## config.mk

```make
export PLATFORM = sky130hd
export DESIGN_NAME = gpe_port
export DESIGN_NICKNAME = d
export VERILOG_FILES = /design/src/hw/gpe_pkg.sv /design/src/hw/gpe_port.sv
export SDC_FILE = /design/constraint.sdc
export NUM_CORES = 1
export LEC_CHECK = 0
export ABC_AREA = 1
export BUFFER_PORTS_ARGS = -buffer_cell sky130_fd_sc_hd__buf_2
export CAP_MARGIN = 20
export CORE_ASPECT_RATIO = 0.75
export CORE_UTILIZATION = 50
export DETAILED_ROUTE_END_ITERATION = 7
export GPL_TIMING_DRIVEN = 1
export PLACE_DENSITY = 0.7
export SETUP_SLACK_MARGIN = 0.15
export SYNTH_ARGS = -nofsm -noshare
export SYNTH_HDL_FRONTEND = slang
export SYNTH_SLANG_ARGS = --single-unit
```

## constraint.sdc

```tcl
create_clock -name clock_i -period 10 [get_ports clock_i]
set_input_delay 1.5 -clock clock_i [delete_from_list [all_inputs] [get_ports clock_i]]
set_output_delay 1.5 -clock clock_i [all_outputs]
set_load 0.02 [all_outputs]
```

## src/hw/gpe_pkg.sv

```systemverilog
/*
 * Package for the eight-pin general-purpose I/O port with events.
 * Holds register offsets, field positions, reset values, sense codes and the
 * packed carriers shared by the port and its bench. Assumes byte registers on
 * a plain address/strobe port with read data one cycle after the read strobe.
 */
package gpe_pkg;

    // ------------------------------------------------------------------
    // Sizes
    // ------------------------------------------------------------------
    localparam int unsigned ADDR_W = 6;
    localparam int unsigned DATA_W = 8;

    // ------------------------------------------------------------------
    // Register offsets
    // ------------------------------------------------------------------
    localparam logic [5:0] OFS_PIN_WAY = 6'h00;
    localparam logic [5:0] OFS_PIN_WAY_SET = 6'h01;
    localparam logic [5:0] OFS_PIN_WAY_CLEAR = 6'h02;
    localparam logic [5:0] OFS_PIN_WAY_FLIP = 6'h03;
    localparam logic [5:0] OFS_DRIVE_LEVEL = 6'h04;
    localparam logic [5:0] OFS_DRIVE_LEVEL_SET = 6'h05;
    localparam logic [5:0] OFS_DRIVE_LEVEL_CLEAR = 6'h06;
    localparam logic [5:0] OFS_DRIVE_LEVEL_FLIP = 6'h07;
    localparam logic [5:0] OFS_PIN_LEVEL = 6'h08;
    localparam logic [5:0] OFS_PORT_IRQ_PRIORITY = 6'h09;
    localparam logic [5:0] OFS_SIGNAL_OUTPUT_SELECT = 6'h0a;
    localparam logic [5:0] OFS_GROUP_CONFIG_SELECT = 6'h0b;
    localparam logic [5:0] OFS_VPORT_MAP = 6'h0c;
    localparam logic [5:0] OFS_VPORT_BASE = 6'h20;
    localparam logic [5:0] OFS_PIN_SETUP_BASE = 6'h10;

    // ------------------------------------------------------------------
    // Field positions and reset values
    // ------------------------------------------------------------------
    localparam int unsigned SETUP_SLEW_BIT = 7;
    localparam int unsigned SETUP_INVERT_BIT = 6;
    localparam int unsigned SETUP_SENSE_LSB = 0;
    localparam int unsigned IRQ1_LSB = 2;
    localparam int unsigned IRQ0_LSB = 0;
    localparam logic [7:0] IRQ_PRIORITY_MASK = 8'h0f;
    localparam logic [7:0] RESET_BYTE = 8'h00;
    localparam int unsigned SELECT_ENABLE_BIT = 7;
    localparam int unsigned SELECT_CLOCK_BIT = 6;
    localparam int unsigned SELECT_PIN_LSB = 3;
    localparam int unsigned SELECT_CHAN_LSB = 0;

    // ------------------------------------------------------------------
    // Sense codes
    // ------------------------------------------------------------------
    localparam logic [2:0] SENSE_BOTH = 3'h0;
    localparam logic [2:0] SENSE_RISE = 3'h1;
    localparam logic [2:0] SENSE_FALL = 3'h2;
    localparam logic [2:0] SENSE_LEVEL = 3'h3;
    localparam logic [2:0] SENSE_OFF = 3'h7;

    // ------------------------------------------------------------------
    // Carriers
    // ------------------------------------------------------------------
    typedef struct packed {
        logic [7:0] enable;  // Peripheral takes the pin.
        logic [7:0] way;     // Direction wanted by the peripheral.
        logic [7:0] level;   // Value wanted by the peripheral.
    } gpe_override_t;

    typedef struct packed {
        logic [7:0] signal;  // Sense-shaped event per pin.
        logic [7:0] data;    // Pin value per pin.
    } gpe_event_t;

endpackage

```

## src/hw/gpe_port.sv

```systemverilog
/*
 * Eight-pin general-purpose I/O port: direction and level registers with
 * set/clear/flip aliases, synchronised input, per-pin setup, multi-pin
 * configuration, virtual port windows, event outputs and clock/event output.
 * Assumes a single 125 MHz clock and a bus master that never waits.
 */
`timescale 1ns/10ps

// Behaviour
// - Pin events only from clocked logic
// - Edge events after one clock sample
// - Level sense: high pin events every cycle
// - Signal event per sense, data event pin
// - Peripheral override takes pin when enabled
// - Override controls never software visible
// - Independent slew limit enable per pin
// - Clock or event channel onto chosen pin
// - One setup write updates all masked pins
// - Four virtual ports act like real registers
// - Direction register, one means output, resets zero
// - Direction set writes ones, reads direction
// - Direction clear writes ones, reads direction
// - Direction flip writes ones, reads direction
// - Output level drives pin only when output
// - Level set writes ones, reads level
// - Level clear writes ones, reads level
// - Level flip writes ones, reads level
// - Input register shows level unless disabled
// - Two two-bit interrupt priority fields
// - Pin value passes two-stage synchroniser
// - Group mask clears after setup write
module gpe_port #(
    parameter int unsigned PINS = 8,
    parameter int unsigned CHANNELS = 8
) (
    input wire logic clock_i,
    input wire logic rst_b_i,
    input wire logic [gpe_pkg::ADDR_W-1:0] addr_i,
    input wire logic [gpe_pkg::DATA_W-1:0] wdata_i,
    input wire logic wr_i,
    input wire logic rd_i,
    output logic [gpe_pkg::DATA_W-1:0] rdata_o,
    input wire logic [PINS-1:0] pin_i,
    output logic [PINS-1:0] pin_o,
    output logic [PINS-1:0] pin_oe_o,
    output logic [PINS-1:0] slew_limit_o,
    input wire gpe_pkg::gpe_override_t override_i,
    input wire logic [CHANNELS-1:0] channel_i,
    output gpe_pkg::gpe_event_t event_o,
    output logic [1:0] irq0_priority_o,
    output logic [1:0] irq1_priority_o
);
    import gpe_pkg::*;

    // ------------------------------------------------------------------
    // Reset release
    // ------------------------------------------------------------------

    // Two-stage reset release; assertion is immediate, release is clocked.
    logic rst_meta_b;
    logic rst_b;

    // The reset copy leaves reset two edges after the pin goes high.
    always_ff @(posedge clock_i or negedge rst_b_i) begin
        if (!rst_b_i) begin
            rst_meta_b <= 1'b0;
            rst_b <= 1'b0;
        end else begin
            rst_meta_b <= 1'b1;
            rst_b <= rst_meta_b;
        end
    end

    // ------------------------------------------------------------------
    // State
    // ------------------------------------------------------------------
    logic [PINS-1:0] pin_way;           // One per pin: output when set.
    logic [PINS-1:0] drive_level;       // Level driven on output pins.
    logic [7:0] port_irq_priority_reg;  // Two priority fields, low nibble.
    logic [7:0] signal_output_select;   // Clock or event channel routing.
    logic [PINS-1:0] group_config_select;  // Multi-pin setup mask.
    logic [7:0] pin_setup [PINS];       // Per-pin slew, invert and sense.
    logic [7:0] vport_map;              // Two bits per virtual window.
    logic [PINS-1:0] sync_meta;         // First synchroniser stage.
    logic [PINS-1:0] pin_level;         // Second stage; input register.
    logic [PINS-1:0] pin_level_prev;    // Previous sample for edges.
    logic [PINS-1:0] sense_off;         // Input buffer disabled per pin.
    logic [PINS-1:0] seen;              // Inversion applied to samples.
    logic [PINS-1:0] seen_prev;
    logic [5:0] eff_addr;               // Address after virtual mapping.
    logic eff_hit;                      // Address decodes to a register.

    // ------------------------------------------------------------------
    // Virtual port windows
    // ------------------------------------------------------------------

    // Virtual window decode.
    // Each of four windows of four bytes maps onto the direction, level, input
    // and priority offsets when its map bits equal this port's number, which is zero.
    // Only direction, level, input and priority registers are mirrored; that keeps
    // the bit-access window small at the cost of no setup access.
    always_comb begin
        eff_addr = addr_i;
        eff_hit = 1'b1;
        if (addr_i >= OFS_VPORT_BASE) begin
            if (vport_map[addr_i[3:2]*2 +: 2] == 2'h0) begin
                case (addr_i[1:0])
                    2'h0: eff_addr = OFS_PIN_WAY;
                    2'h1: eff_addr = OFS_DRIVE_LEVEL;
                    2'h2: eff_addr = OFS_PIN_LEVEL;
                    default: eff_addr = OFS_PORT_IRQ_PRIORITY;
                endcase
            end else begin
                eff_hit = 1'b0;
            end
            if (addr_i[4]) begin
                eff_hit = 1'b0;
            end
        end
    end

    // Write strobe that reached a real register.
    function automatic logic wr_at(input logic [5:0] ofs, input logic [5:0] a, input logic hit, input logic wr);
        wr_at = wr && hit && (a == ofs);
    endfunction

    // ------------------------------------------------------------------
    // Direction register
    // ------------------------------------------------------------------

    // Plain write, then set, clear and flip aliases acting on ones only.
    always_ff @(posedge clock_i or negedge rst_b) begin
        if (!rst_b) begin
            pin_way <= RESET_BYTE[PINS-1:0];
        end else if (wr_at(OFS_PIN_WAY, eff_addr, eff_hit, wr_i)) begin
            pin_way <= wdata_i[PINS-1:0];
        end else if (wr_at(OFS_PIN_WAY_SET, eff_addr, eff_hit, wr_i)) begin
            pin_way <= pin_way | wdata_i[PINS-1:0];
        end else if (wr_at(OFS_PIN_WAY_CLEAR, eff_addr, eff_hit, wr_i)) begin
            pin_way <= pin_way & ~wdata_i[PINS-1:0];
        end else if (wr_at(OFS_PIN_WAY_FLIP, eff_addr, eff_hit, wr_i)) begin
            pin_way <= pin_way ^ wdata_i[PINS-1:0];
        end
    end

    // ------------------------------------------------------------------
    // Output level register
    // ------------------------------------------------------------------

    // Same alias scheme as the direction register.
    always_ff @(posedge clock_i or negedge rst_b) begin
        if (!rst_b) begin
            drive_level <= RESET_BYTE[PINS-1:0];
        end else if (wr_at(OFS_DRIVE_LEVEL, eff_addr, eff_hit, wr_i)) begin
            drive_level <= wdata_i[PINS-1:0];
        end else if (wr_at(OFS_DRIVE_LEVEL_SET, eff_addr, eff_hit, wr_i)) begin
            drive_level <= drive_level | wdata_i[PINS-1:0];
        end else if (wr_at(OFS_DRIVE_LEVEL_CLEAR, eff_addr, eff_hit, wr_i)) begin
            drive_level <= drive_level & ~wdata_i[PINS-1:0];
        end else if (wr_at(OFS_DRIVE_LEVEL_FLIP, eff_addr, eff_hit, wr_i)) begin
            drive_level <= drive_level ^ wdata_i[PINS-1:0];
        end
    end

    // ------------------------------------------------------------------
    // Control registers
    // ------------------------------------------------------------------

    // Priority (low nibble only kept), routing select and virtual map; read/write bytes.
    always_ff @(posedge clock_i or negedge rst_b) begin
        if (!rst_b) begin
            port_irq_priority_reg <= RESET_BYTE;
            signal_output_select <= RESET_BYTE;
            vport_map <= RESET_BYTE;
        end else begin
            if (wr_at(OFS_PORT_IRQ_PRIORITY, eff_addr, eff_hit, wr_i)) begin
                port_irq_priority_reg <= wdata_i & IRQ_PRIORITY_MASK;
            end
            if (wr_at(OFS_SIGNAL_OUTPUT_SELECT, eff_addr, eff_hit, wr_i)) begin
                signal_output_select <= wdata_i;
            end
            if (wr_at(OFS_VPORT_MAP, eff_addr, eff_hit, wr_i)) begin
                vport_map <= wdata_i;
            end
        end
    end

    // ------------------------------------------------------------------
    // Pin setup and multi-pin mask
    // ------------------------------------------------------------------

    // A setup write lands on its own pin, or on every masked pin when the
    // mask is non-zero; the mask then clears itself.
    always_ff @(posedge clock_i or negedge rst_b) begin
        if (!rst_b) begin
            group_config_select <= RESET_BYTE[PINS-1:0];
            for (int i = 0; i < PINS; i++) begin
                pin_setup[i] <= RESET_BYTE;
            end
        end else if (wr_i && eff_hit && eff_addr[5:3] == OFS_PIN_SETUP_BASE[5:3]) begin
            for (int i = 0; i < PINS; i++) begin
                if ((group_config_select != '0) ? group_config_select[i] : (eff_addr[2:0] == i[2:0])) begin
                    pin_setup[i] <= wdata_i;
                end
            end
            group_config_select <= '0;
        end else if (wr_at(OFS_GROUP_CONFIG_SELECT, eff_addr, eff_hit, wr_i)) begin
            group_config_select <= wdata_i[PINS-1:0];
        end
    end

    // ------------------------------------------------------------------
    // Input synchroniser and sense
    // ------------------------------------------------------------------

    // Disabled-input and inversion views of the setup array.
    always_comb begin
        for (int i = 0; i < PINS; i++) begin
            sense_off[i] = (pin_setup[i][SETUP_SENSE_LSB +: 3] == SENSE_OFF);
            seen[i] = pin_level[i] ^ pin_setup[i][SETUP_INVERT_BIT];
            seen_prev[i] = pin_level_prev[i] ^ pin_setup[i][SETUP_INVERT_BIT];
        end
    end

    // Two-stage synchroniser.
    // Disabled pins are not sampled: both stages hold at zero for them.
    always_ff @(posedge clock_i or negedge rst_b) begin
        if (!rst_b) begin
            sync_meta <= '0;
            pin_level <= '0;
            pin_level_prev <= '0;
        end else begin
            sync_meta <= pin_i & ~sense_off;
            pin_level <= sync_meta & ~sense_off;
            pin_level_prev <= pin_level;
        end
    end

    // Sense-shaped events, registered so each lasts one whole cycle.
    // Edges compare two clocked samples, so nothing fires without a clock.
    always_ff @(posedge clock_i or negedge rst_b) begin
        if (!rst_b) begin
            event_o <= '0;
        end else begin
            for (int i = 0; i < PINS; i++) begin
                event_o.data[i] <= seen[i];
                case (pin_setup[i][SETUP_SENSE_LSB +: 3])
                    SENSE_BOTH: event_o.signal[i] <= seen[i] ^ seen_prev[i];
                    SENSE_RISE: event_o.signal[i] <= seen[i] & ~seen_prev[i];
                    SENSE_FALL: event_o.signal[i] <= ~seen[i] & seen_prev[i];
                    SENSE_LEVEL: event_o.signal[i] <= seen[i];
                    default: event_o.signal[i] <= 1'b0;
                endcase
            end
        end
    end

    // ------------------------------------------------------------------
    // Pin drive
    // ------------------------------------------------------------------

    // Override wires come only from peripherals; no register reads them.
    // The clock output uses the registered enable to gate a toggle copy,
    // since a flop output cannot carry the clock itself; it runs at half
    // rate, which is the limitation traded for a glitch-free pin.
    logic clock_copy;
    always_ff @(posedge clock_i or negedge rst_b) begin
        if (!rst_b) begin
            clock_copy <= 1'b0;
        end else begin
            clock_copy <= ~clock_copy;
        end
    end

    // Drive, enable and slew registered straight to the pins.
    always_ff @(posedge clock_i or negedge rst_b) begin
        if (!rst_b) begin
            pin_o <= '0;
            pin_oe_o <= '0;
            slew_limit_o <= '0;
        end else begin
            for (int i = 0; i < PINS; i++) begin
                slew_limit_o[i] <= pin_setup[i][SETUP_SLEW_BIT];
                if (override_i.enable[i]) begin
                    pin_o[i] <= override_i.level[i];
                    pin_oe_o[i] <= override_i.way[i];
                end else if (signal_output_select[SELECT_ENABLE_BIT]
                             && signal_output_select[SELECT_PIN_LSB +: 3] == i[2:0]) begin
                    pin_o[i] <= signal_output_select[SELECT_CLOCK_BIT] ? clock_copy
                              : channel_i[signal_output_select[SELECT_CHAN_LSB +: 3]];
                    pin_oe_o[i] <= 1'b1;
                end else begin
                    pin_o[i] <= (drive_level[i] ^ pin_setup[i][SETUP_INVERT_BIT]) & pin_way[i];
                    pin_oe_o[i] <= pin_way[i];
                end
            end
        end
    end

    // ------------------------------------------------------------------
    // Interrupt priority outputs and read path
    // ------------------------------------------------------------------

    // Fields go out registered; zero means the interrupt is disabled.
    always_ff @(posedge clock_i or negedge rst_b) begin
        if (!rst_b) begin
            irq0_priority_o <= 2'h0;
            irq1_priority_o <= 2'h0;
        end else begin
            irq0_priority_o <= port_irq_priority_reg[IRQ0_LSB +: 2];
            irq1_priority_o <= port_irq_priority_reg[IRQ1_LSB +: 2];
        end
    end

    // Read data for one cycle after the strobe; zero otherwise or unmapped.
    always_ff @(posedge clock_i or negedge rst_b) begin
        if (!rst_b) begin
            rdata_o <= '0;
        end else if (rd_i && eff_hit) begin
            case (eff_addr)
                OFS_PIN_WAY, OFS_PIN_WAY_SET, OFS_PIN_WAY_CLEAR, OFS_PIN_WAY_FLIP:
                    rdata_o <= 8'(pin_way);
                OFS_DRIVE_LEVEL, OFS_DRIVE_LEVEL_SET, OFS_DRIVE_LEVEL_CLEAR, OFS_DRIVE_LEVEL_FLIP:
                    rdata_o <= 8'(drive_level);
                OFS_PIN_LEVEL: rdata_o <= 8'(pin_level);
                OFS_PORT_IRQ_PRIORITY: rdata_o <= port_irq_priority_reg;
                OFS_SIGNAL_OUTPUT_SELECT: rdata_o <= signal_output_select;
                OFS_GROUP_CONFIG_SELECT: rdata_o <= 8'(group_config_select);
                OFS_VPORT_MAP: rdata_o <= vport_map;
                default: begin
                    if (eff_addr[5:3] == OFS_PIN_SETUP_BASE[5:3]) begin
                        rdata_o <= pin_setup[eff_addr[2:0]];
                    end else begin
                        rdata_o <= '0;
                    end
                end
            endcase
        end else begin
            rdata_o <= '0;
        end
    end

endmodule
```

# Yosys cells after proc, flatten, opt, wreduce, memory -nomap -nowiden
# Cells that the tools add are included.
# op_classes
n_addsub,0
mul,0
div,0
n_lt_le_gt_ge,3
n_eq_ne,61
shifts,1
n_mux,73
bitwise,84
reduce_logical,50
# ops
operator,n
8-bit two-way mux,14
"3-bit by 2-bit == test with 1-bit output, second input constant",21
8-bit case mux with 7 select lines,1
"3-bit == test, second input constant",16
1-bit two-way mux,45
8-bit bitwise AND,4
1-bit case mux with 4 select lines,8
1-bit XOR,32
"3-bit by 1-bit == test with 1-bit output, second input constant",10
"6-bit by 4-bit == test with 1-bit output, second input constant",5
3-bit logical NOT,10
1-bit bitwise AND,24
8-bit binary-select mux with 3-bit select,1
"6-bit by 3-bit == test with 1-bit output, second input constant",4
1-bit logical AND,23
1-bit NOT,17
8-bit NOT,2
8-bit bitwise OR,2
2-bit AND reduction,8
8-bit XOR,2
"6-bit by 2-bit == test with 1-bit output, second input constant",2
6-bit two-way mux,2
4-bit case mux with 3 select lines,1
4-bit nonzero test,2
other kinds (14),16
# word_totals
reg_bits,187
latch_bits,0
mem_bits_rw,0
mem_bits_ro,0
input_bits,58
output_inout_bits,52
word_cells,300
mem_count,0

# Logic depth before layout (Yosys ltp)
# logic_depth
depth_word,11
ltp_mapped,17

# Worst setup path after synthesis
# OpenSTA, ideal clock, no wires.
# synth_timing
path_type,input to register
startpoint,input port addr_i[0] in the netlist's numbering
endpoint,register pin_setup[21] in the netlist's numbering
arrival_ps,2907
required_time_ps,9858
setup_slack_ps,6951
stages,12
n_path_buf,3
path_cell_list,buf_4 inv_1 nor2_1 nand4_2 nand2_4 buf_6 nand2_2 o21ai_1 nand2_1 buf_2 nand2_1 o21ai_1
# synth_between
elab_chain_cells,7
# synth_lines
item,line_no,source
from (decl),gpe_port.sv:38,"input wire logic [gpe_pkg::ADDR_W-1:0] addr_i,"
2-bit == test (tied with other cells),gpe_port.sv:107,case (addr_i[1:0])
4-bit case mux with 3 select lines,gpe_port.sv:107,
6-bit two-way mux,gpe_port.sv:106,if (vport_map[addr_i[3:2]*2 +: 2] == 2'h0) begin
6-bit two-way mux,gpe_port.sv:105,if (addr_i >= OFS_VPORT_BASE) begin
3-bit == test or 3-bit by 2-bit == test with 1-bit output (tied branches),"gpe_port.sv:202, gpe_port.sv:200",
1-bit two-way mux or 1-bit logical AND (tied branches),"gpe_port.sv:202, gpe_port.sv:200",
2-bit AND reduction (no line) (*),n/a,
"to (signal, indexed assignment)",gpe_port.sv:203,pin_setup[i] <= wdata_i;
to (decl),gpe_port.sv:82,logic [7:0] pin_setup [PINS];
# Every way passes the cells marked *; elsewhere a longest branch is shown, timed or not.
# A chain may end at the register's enable or synchronous reset.

# Worst setup path after layout
# layout_timing
startpoint,input port addr_i[2] in the netlist's numbering
endpoint,register rdata_o[5] in the netlist's numbering
# layout_between
elab_chain_cells,11
# layout_lines
item,line_no,source
8-bit by 4-bit indexed part select with 2-bit output,gpe_port.sv:106,
2-bit logical NOT,gpe_port.sv:106,
6-bit two-way mux,gpe_port.sv:106,
6-bit two-way mux,gpe_port.sv:105,
3-bit NOT with 4-bit output (not written as such),gpe_port.sv:332,rdata_o <= pin_setup[eff_addr[2:0]];
8-bit binary-select mux with 3-bit select,gpe_port.sv:332,
8-bit two-way mux (not written as such) (2 in series),gpe_port.sv:332,
8-bit two-way mux,gpe_port.sv:331,if (eff_addr[5:3] == OFS_PIN_SETUP_BASE[5:3]) begin
8-bit case mux with 7 select lines,gpe_port.sv:320,case (eff_addr)
8-bit two-way mux (*),gpe_port.sv:319,end else if (rd_i && eff_hit) begin
to (signal assigned),gpe_port.sv:322,rdata_o <= 8'(pin_way);
to (signal assigned),gpe_port.sv:324,rdata_o <= 8'(drive_level);
to (signal assigned),gpe_port.sv:332,
to (decl),gpe_port.sv:42,"output logic [gpe_pkg::DATA_W-1:0] rdata_o,"
# Every way passes the cells marked *; elsewhere a longest branch is shown, timed or not. The select of a mux whose other input is x is not followed.

==> results.txt <==
- Result of the run: completed
* Post-placement setup slack: 5.884 ns
* Gate count of the mapped netlist: 1260
* Global-route usage over all layers: 29.64%
* Unrepaired setup endpoints after global routing: false
- The first global-routing pass estimated 47110 µm of wire.
- Die area: 21390 µm²
- Counting along the longest clock path gives a buffer depth of 2.
- Between clock sinks in the finished design, the worst skew comes to 0.01433 ns.
- Last weighted congestion value of the routability-driven placer: 0.9732
- Detailed placement finished with a half-perimeter wire length of 21860 µm.
- Critical path class: primary input to flip-flop
- Final period utilization: 37.58%
- VDD IR-drop max: 0.1678 mV
- Number of diodes: 0
- Clock buffer count from CTS: 17
- Placeable Area: 20330 µm²
- Number of antenna violations at the first check in global routing: 0
- The first TritonRoute pass finished after 5 iterations.
- Post-layout nets: 1457
* Worst setup path start: addr_i[2]
- The worst setup path is launched from a primary input.
* Vias in the first global route: 8419
* Post-detailed-route via-to-cell ratio: 5.459
- The largest registers in the layout are pin_setup x64, event_o x16.
- pin_setup holds more flip-flops than any other register.
- The detail route stage leaves a number of antenna-violating nets equal to 0.
- Max Transition Viols Final: 0
- Crit-path max FO: 22
- Detailed-route DRC error count: 0
* Worst hold path type: flip-flop to asynchronous set/reset pin
* Number of core rows: 45
* Clock edge transition at the registers on the reported setup and hold paths: 0.07 ns
* Number of hold-repair buffers added at the cts stage: 0
- The tool flagged a number of max-cap violations equal to 0.
* Gr ovfl total: 0
- For this configuration, the core starts out at a cell density of 51.17%.
- At the worst endpoint, the required time is 10.38 ns.
* Clock Root Buffer: clkbuf_16
* Clock latency at the later pin of the worst-skew pair: 0.46 ns
* H-tree level count: 4
- Counting flops with an async set or reset pin after synthesis yields a share of 100.0%.
- Startpoint of the most critical register-to-register path: vport_map[4]$_DFFE_PN0P_
- When the netlist entered floorplanning its net count stood at 1366.
- Summed over all cells, the static leakage comes to 5.956 nW.
- For this run, the number of Yosys warnings is 0.
* Setup bufs post-CTS: 0
* DRT iter0 DRCs: 804
- Quantity of I/O buffers inserted on ports: 109
- Post_cts resized: 0
* Detailed-route wire length per cell: 18.34 µm
* Via total after detailed routing: 8985
- TritonCTS built the clock tree.
* Category of the worst setup path capture point: flip-flop
* Share of the yosys chip area belonging to registers: 44.99%
- The routed design has 30200 µm of wire.
- Among all flip-flop cells after synthesis, the most frequent one is dfrtp_1.
- Measured along the x axis, the die boundary spans 168.5 µm.
- Maximum number of pins on one net before global-route repair: 55
- Subtracting the final worst setup slack from the clock period gives 3.758 ns.
* Die Span Y: 126.9 µm
* Final number of setup-violating endpoints: 0
* Worst EP arrival: 4.14 ns
* Number of clock sinks: 187
- For the pin with the worst max-slew slack, the measured transition is 1.078 ns.
- Post-synthesis instance area: 10400 µm²
* Accumulated negative setup slack: 0 ns
- Static timing analysis puts the maximum clock frequency at 266.1 MHz.
* Flip-flop and latch count after synthesis: 187
- Slack of the critical path: 6.242 ns
* Headroom to the max-slew limit: 28.06%
- Unique cell type count in the Yosys netlist: 40
* Largest register FFs: 64
- Final count of hold timing violations: 0
- I/O pin count: 110
- Worst hold slack after final layout: 0.3024 ns
- Measured on the finished design, the core utilization comes to 57.46%.
- Mean cell area of the mapped netlist: 8.255 µm²
- For this design the ratio of total power to cell area is 231.7 nW/µm².
- Number of flops mapped to enable cells by yosys: 0
- From synthesis to final layout, the design area changed by 12.28%.
- Layout cell share with drive strength beyond 1: 18.33%
[Yosys cell counts, types with 3 or more instances]
| cell type | n | share of area (%) |
|---|---|---|
| dfrtp_1 | 187 | 45 |
| clkbuf_1 | 16 | 0.58 |
| o31ai_1 | 3 | 0.22 |
| nand2_1 | 308 | 11 |
| buf_2 | 9 | 0.43 |
| nand3b_1 | 13 | 0.94 |
| inv_2 | 14 | 0.51 |
| a21oi_1 | 61 | 2.9 |
| o2111ai_1 | 7 | 0.59 |
| buf_1 | 4 | 0.14 |
| xnor2_1 | 16 | 1.3 |
| buf_4 | 4 | 0.29 |
| nor2_2 | 8 | 0.48 |
| nor2_4 | 9 | 0.97 |
| o21ai_0 | 50 | 2.4 |
| buf_6 | 8 | 0.87 |
| nand3_4 | 7 | 1.2 |
| inv_1 | 157 | 5.7 |
| nand3_1 | 84 | 4.0 |
| nor2_1 | 74 | 2.7 |
| a31oi_1 | 7 | 0.42 |
| ha_1 | 48 | 5.8 |
| nand4_1 | 27 | 1.6 |
| o21ai_1 | 62 | 3.0 |
| nand2_4 | 12 | 1.3 |
| nand2_2 | 13 | 0.78 |
| nor3_1 | 3 | 0.14 |
| o21ai_2 | 33 | 2.8 |
[placed cells by master, fill, tap and decap left out, types with 7 or more instances in the layout]
cell,instances
dfrtp_1,186
nand4_1,27
nor2_4,9
o2111ai_1,7
xnor2_1,16
o21ai_0,50
a31oi_1,7
buf_2,109
a21oi_1,61
o21ai_1,62
nand3b_1,13
o21ai_2,33
nand3_1,84
nand2_4,12
inv_6,7
inv_1,157
inv_2,14
nand2_1,308
nor2_2,8
ha_1,48
clkbuf_16,17
nor2_1,74
nand3_4,7
nand2_2,13
[final timing paths]
kind                                           to  slack [ns]  cells after the start
min reg2reg                  event_o[0]$_DFF_PN0_        0.30                      0
min in group clock_i              rst_b$_DFF_PN0_        0.37                      0
max reg2reg                  rdata_o[5]$_DFF_PN0_        6.90                     13
min                          event_o[0]$_DFF_PN0_        0.30                      0
max in group asynchronous  pin_way[6]$_DFFE_PN0P_        7.91                      2
max                          rdata_o[5]$_DFF_PN0_        6.24                     14
[per-stage QoR]
step                total power, W  instances  instance area (µm²)
floorplan                 0.001718       1260                10400
global placement          0.001967       1613                11070
detailed placement        0.001997       1613                11070
CTS                       0.002699       1645                11670
global route              0.002879       1646                11680
finish                    0.002706       1646                11680
[power by group]
part	internal, W	switching [W]
registers	0.000954	0.000186
clock network	0.000381	0.000320
logic	0.000307	0.000557
total	0.00164	0.00106
[cell type report]
| cell class | count | area, µm² |
|---|---|---|
| clock buffers | 19 | 442.9 |
| clock inverters | 13 | 155.1 |
| fillers | 1859 | 8647 |
| inverters | 172 | 650.6 |
| multi-input cells | 859 | 4811 |
| flip-flops and latches | 187 | 4683 |
| well taps | 282 | 352.8 |
| repair buffers | 114 | 583.1 |
[critical path, cell delays in order]
cell and delay (ns):
buf_2 0.13, nor2_1 0.09, nand2_1 0.09, nand3_4 0.13
nand3_4 0.27, nand2_4 0.39, inv_2 0.06, nor2_1 0.69
o21ai_1 0.18, nand3_2 0.24, inv_2 0.12, nand2_1 0.09
nand2_1 0.05, nor2_1 0.10
[logic make-up (layout without fill, tap and decap cells)]
| group | Yosys count | in the layout | share of synthesized area [%] |
|---|---|---|---|
| AOI/OAI and AO/OA | 227 | 227 | 12.59 |
| xor gates and xnor gates | 16 | 16 | 1.347 |
| adders and majority gates | 48 | 48 | 5.774 |
| buffers and inverters | 214 | 318 | 8.757 |
| DFF | 187 | 187 | 44.99 |
| muxes | 2 | 2 | 0.1925 |
| other | 1 | 1 | 0.03605 |
| and+or+nand+nor | 565 | 565 | 26.31 |
[metal layers]
metal,routed length (µm),vias to the layer above,global-route usage (%)
li1,-,4265,-
met1,13810,4265,43.41
met2,12630,405,42.35
met3,3121,50,8.019
met4,635,0,9.626
met5,0,-,0
Note: power is estimated with default switching activity, not from simulation.
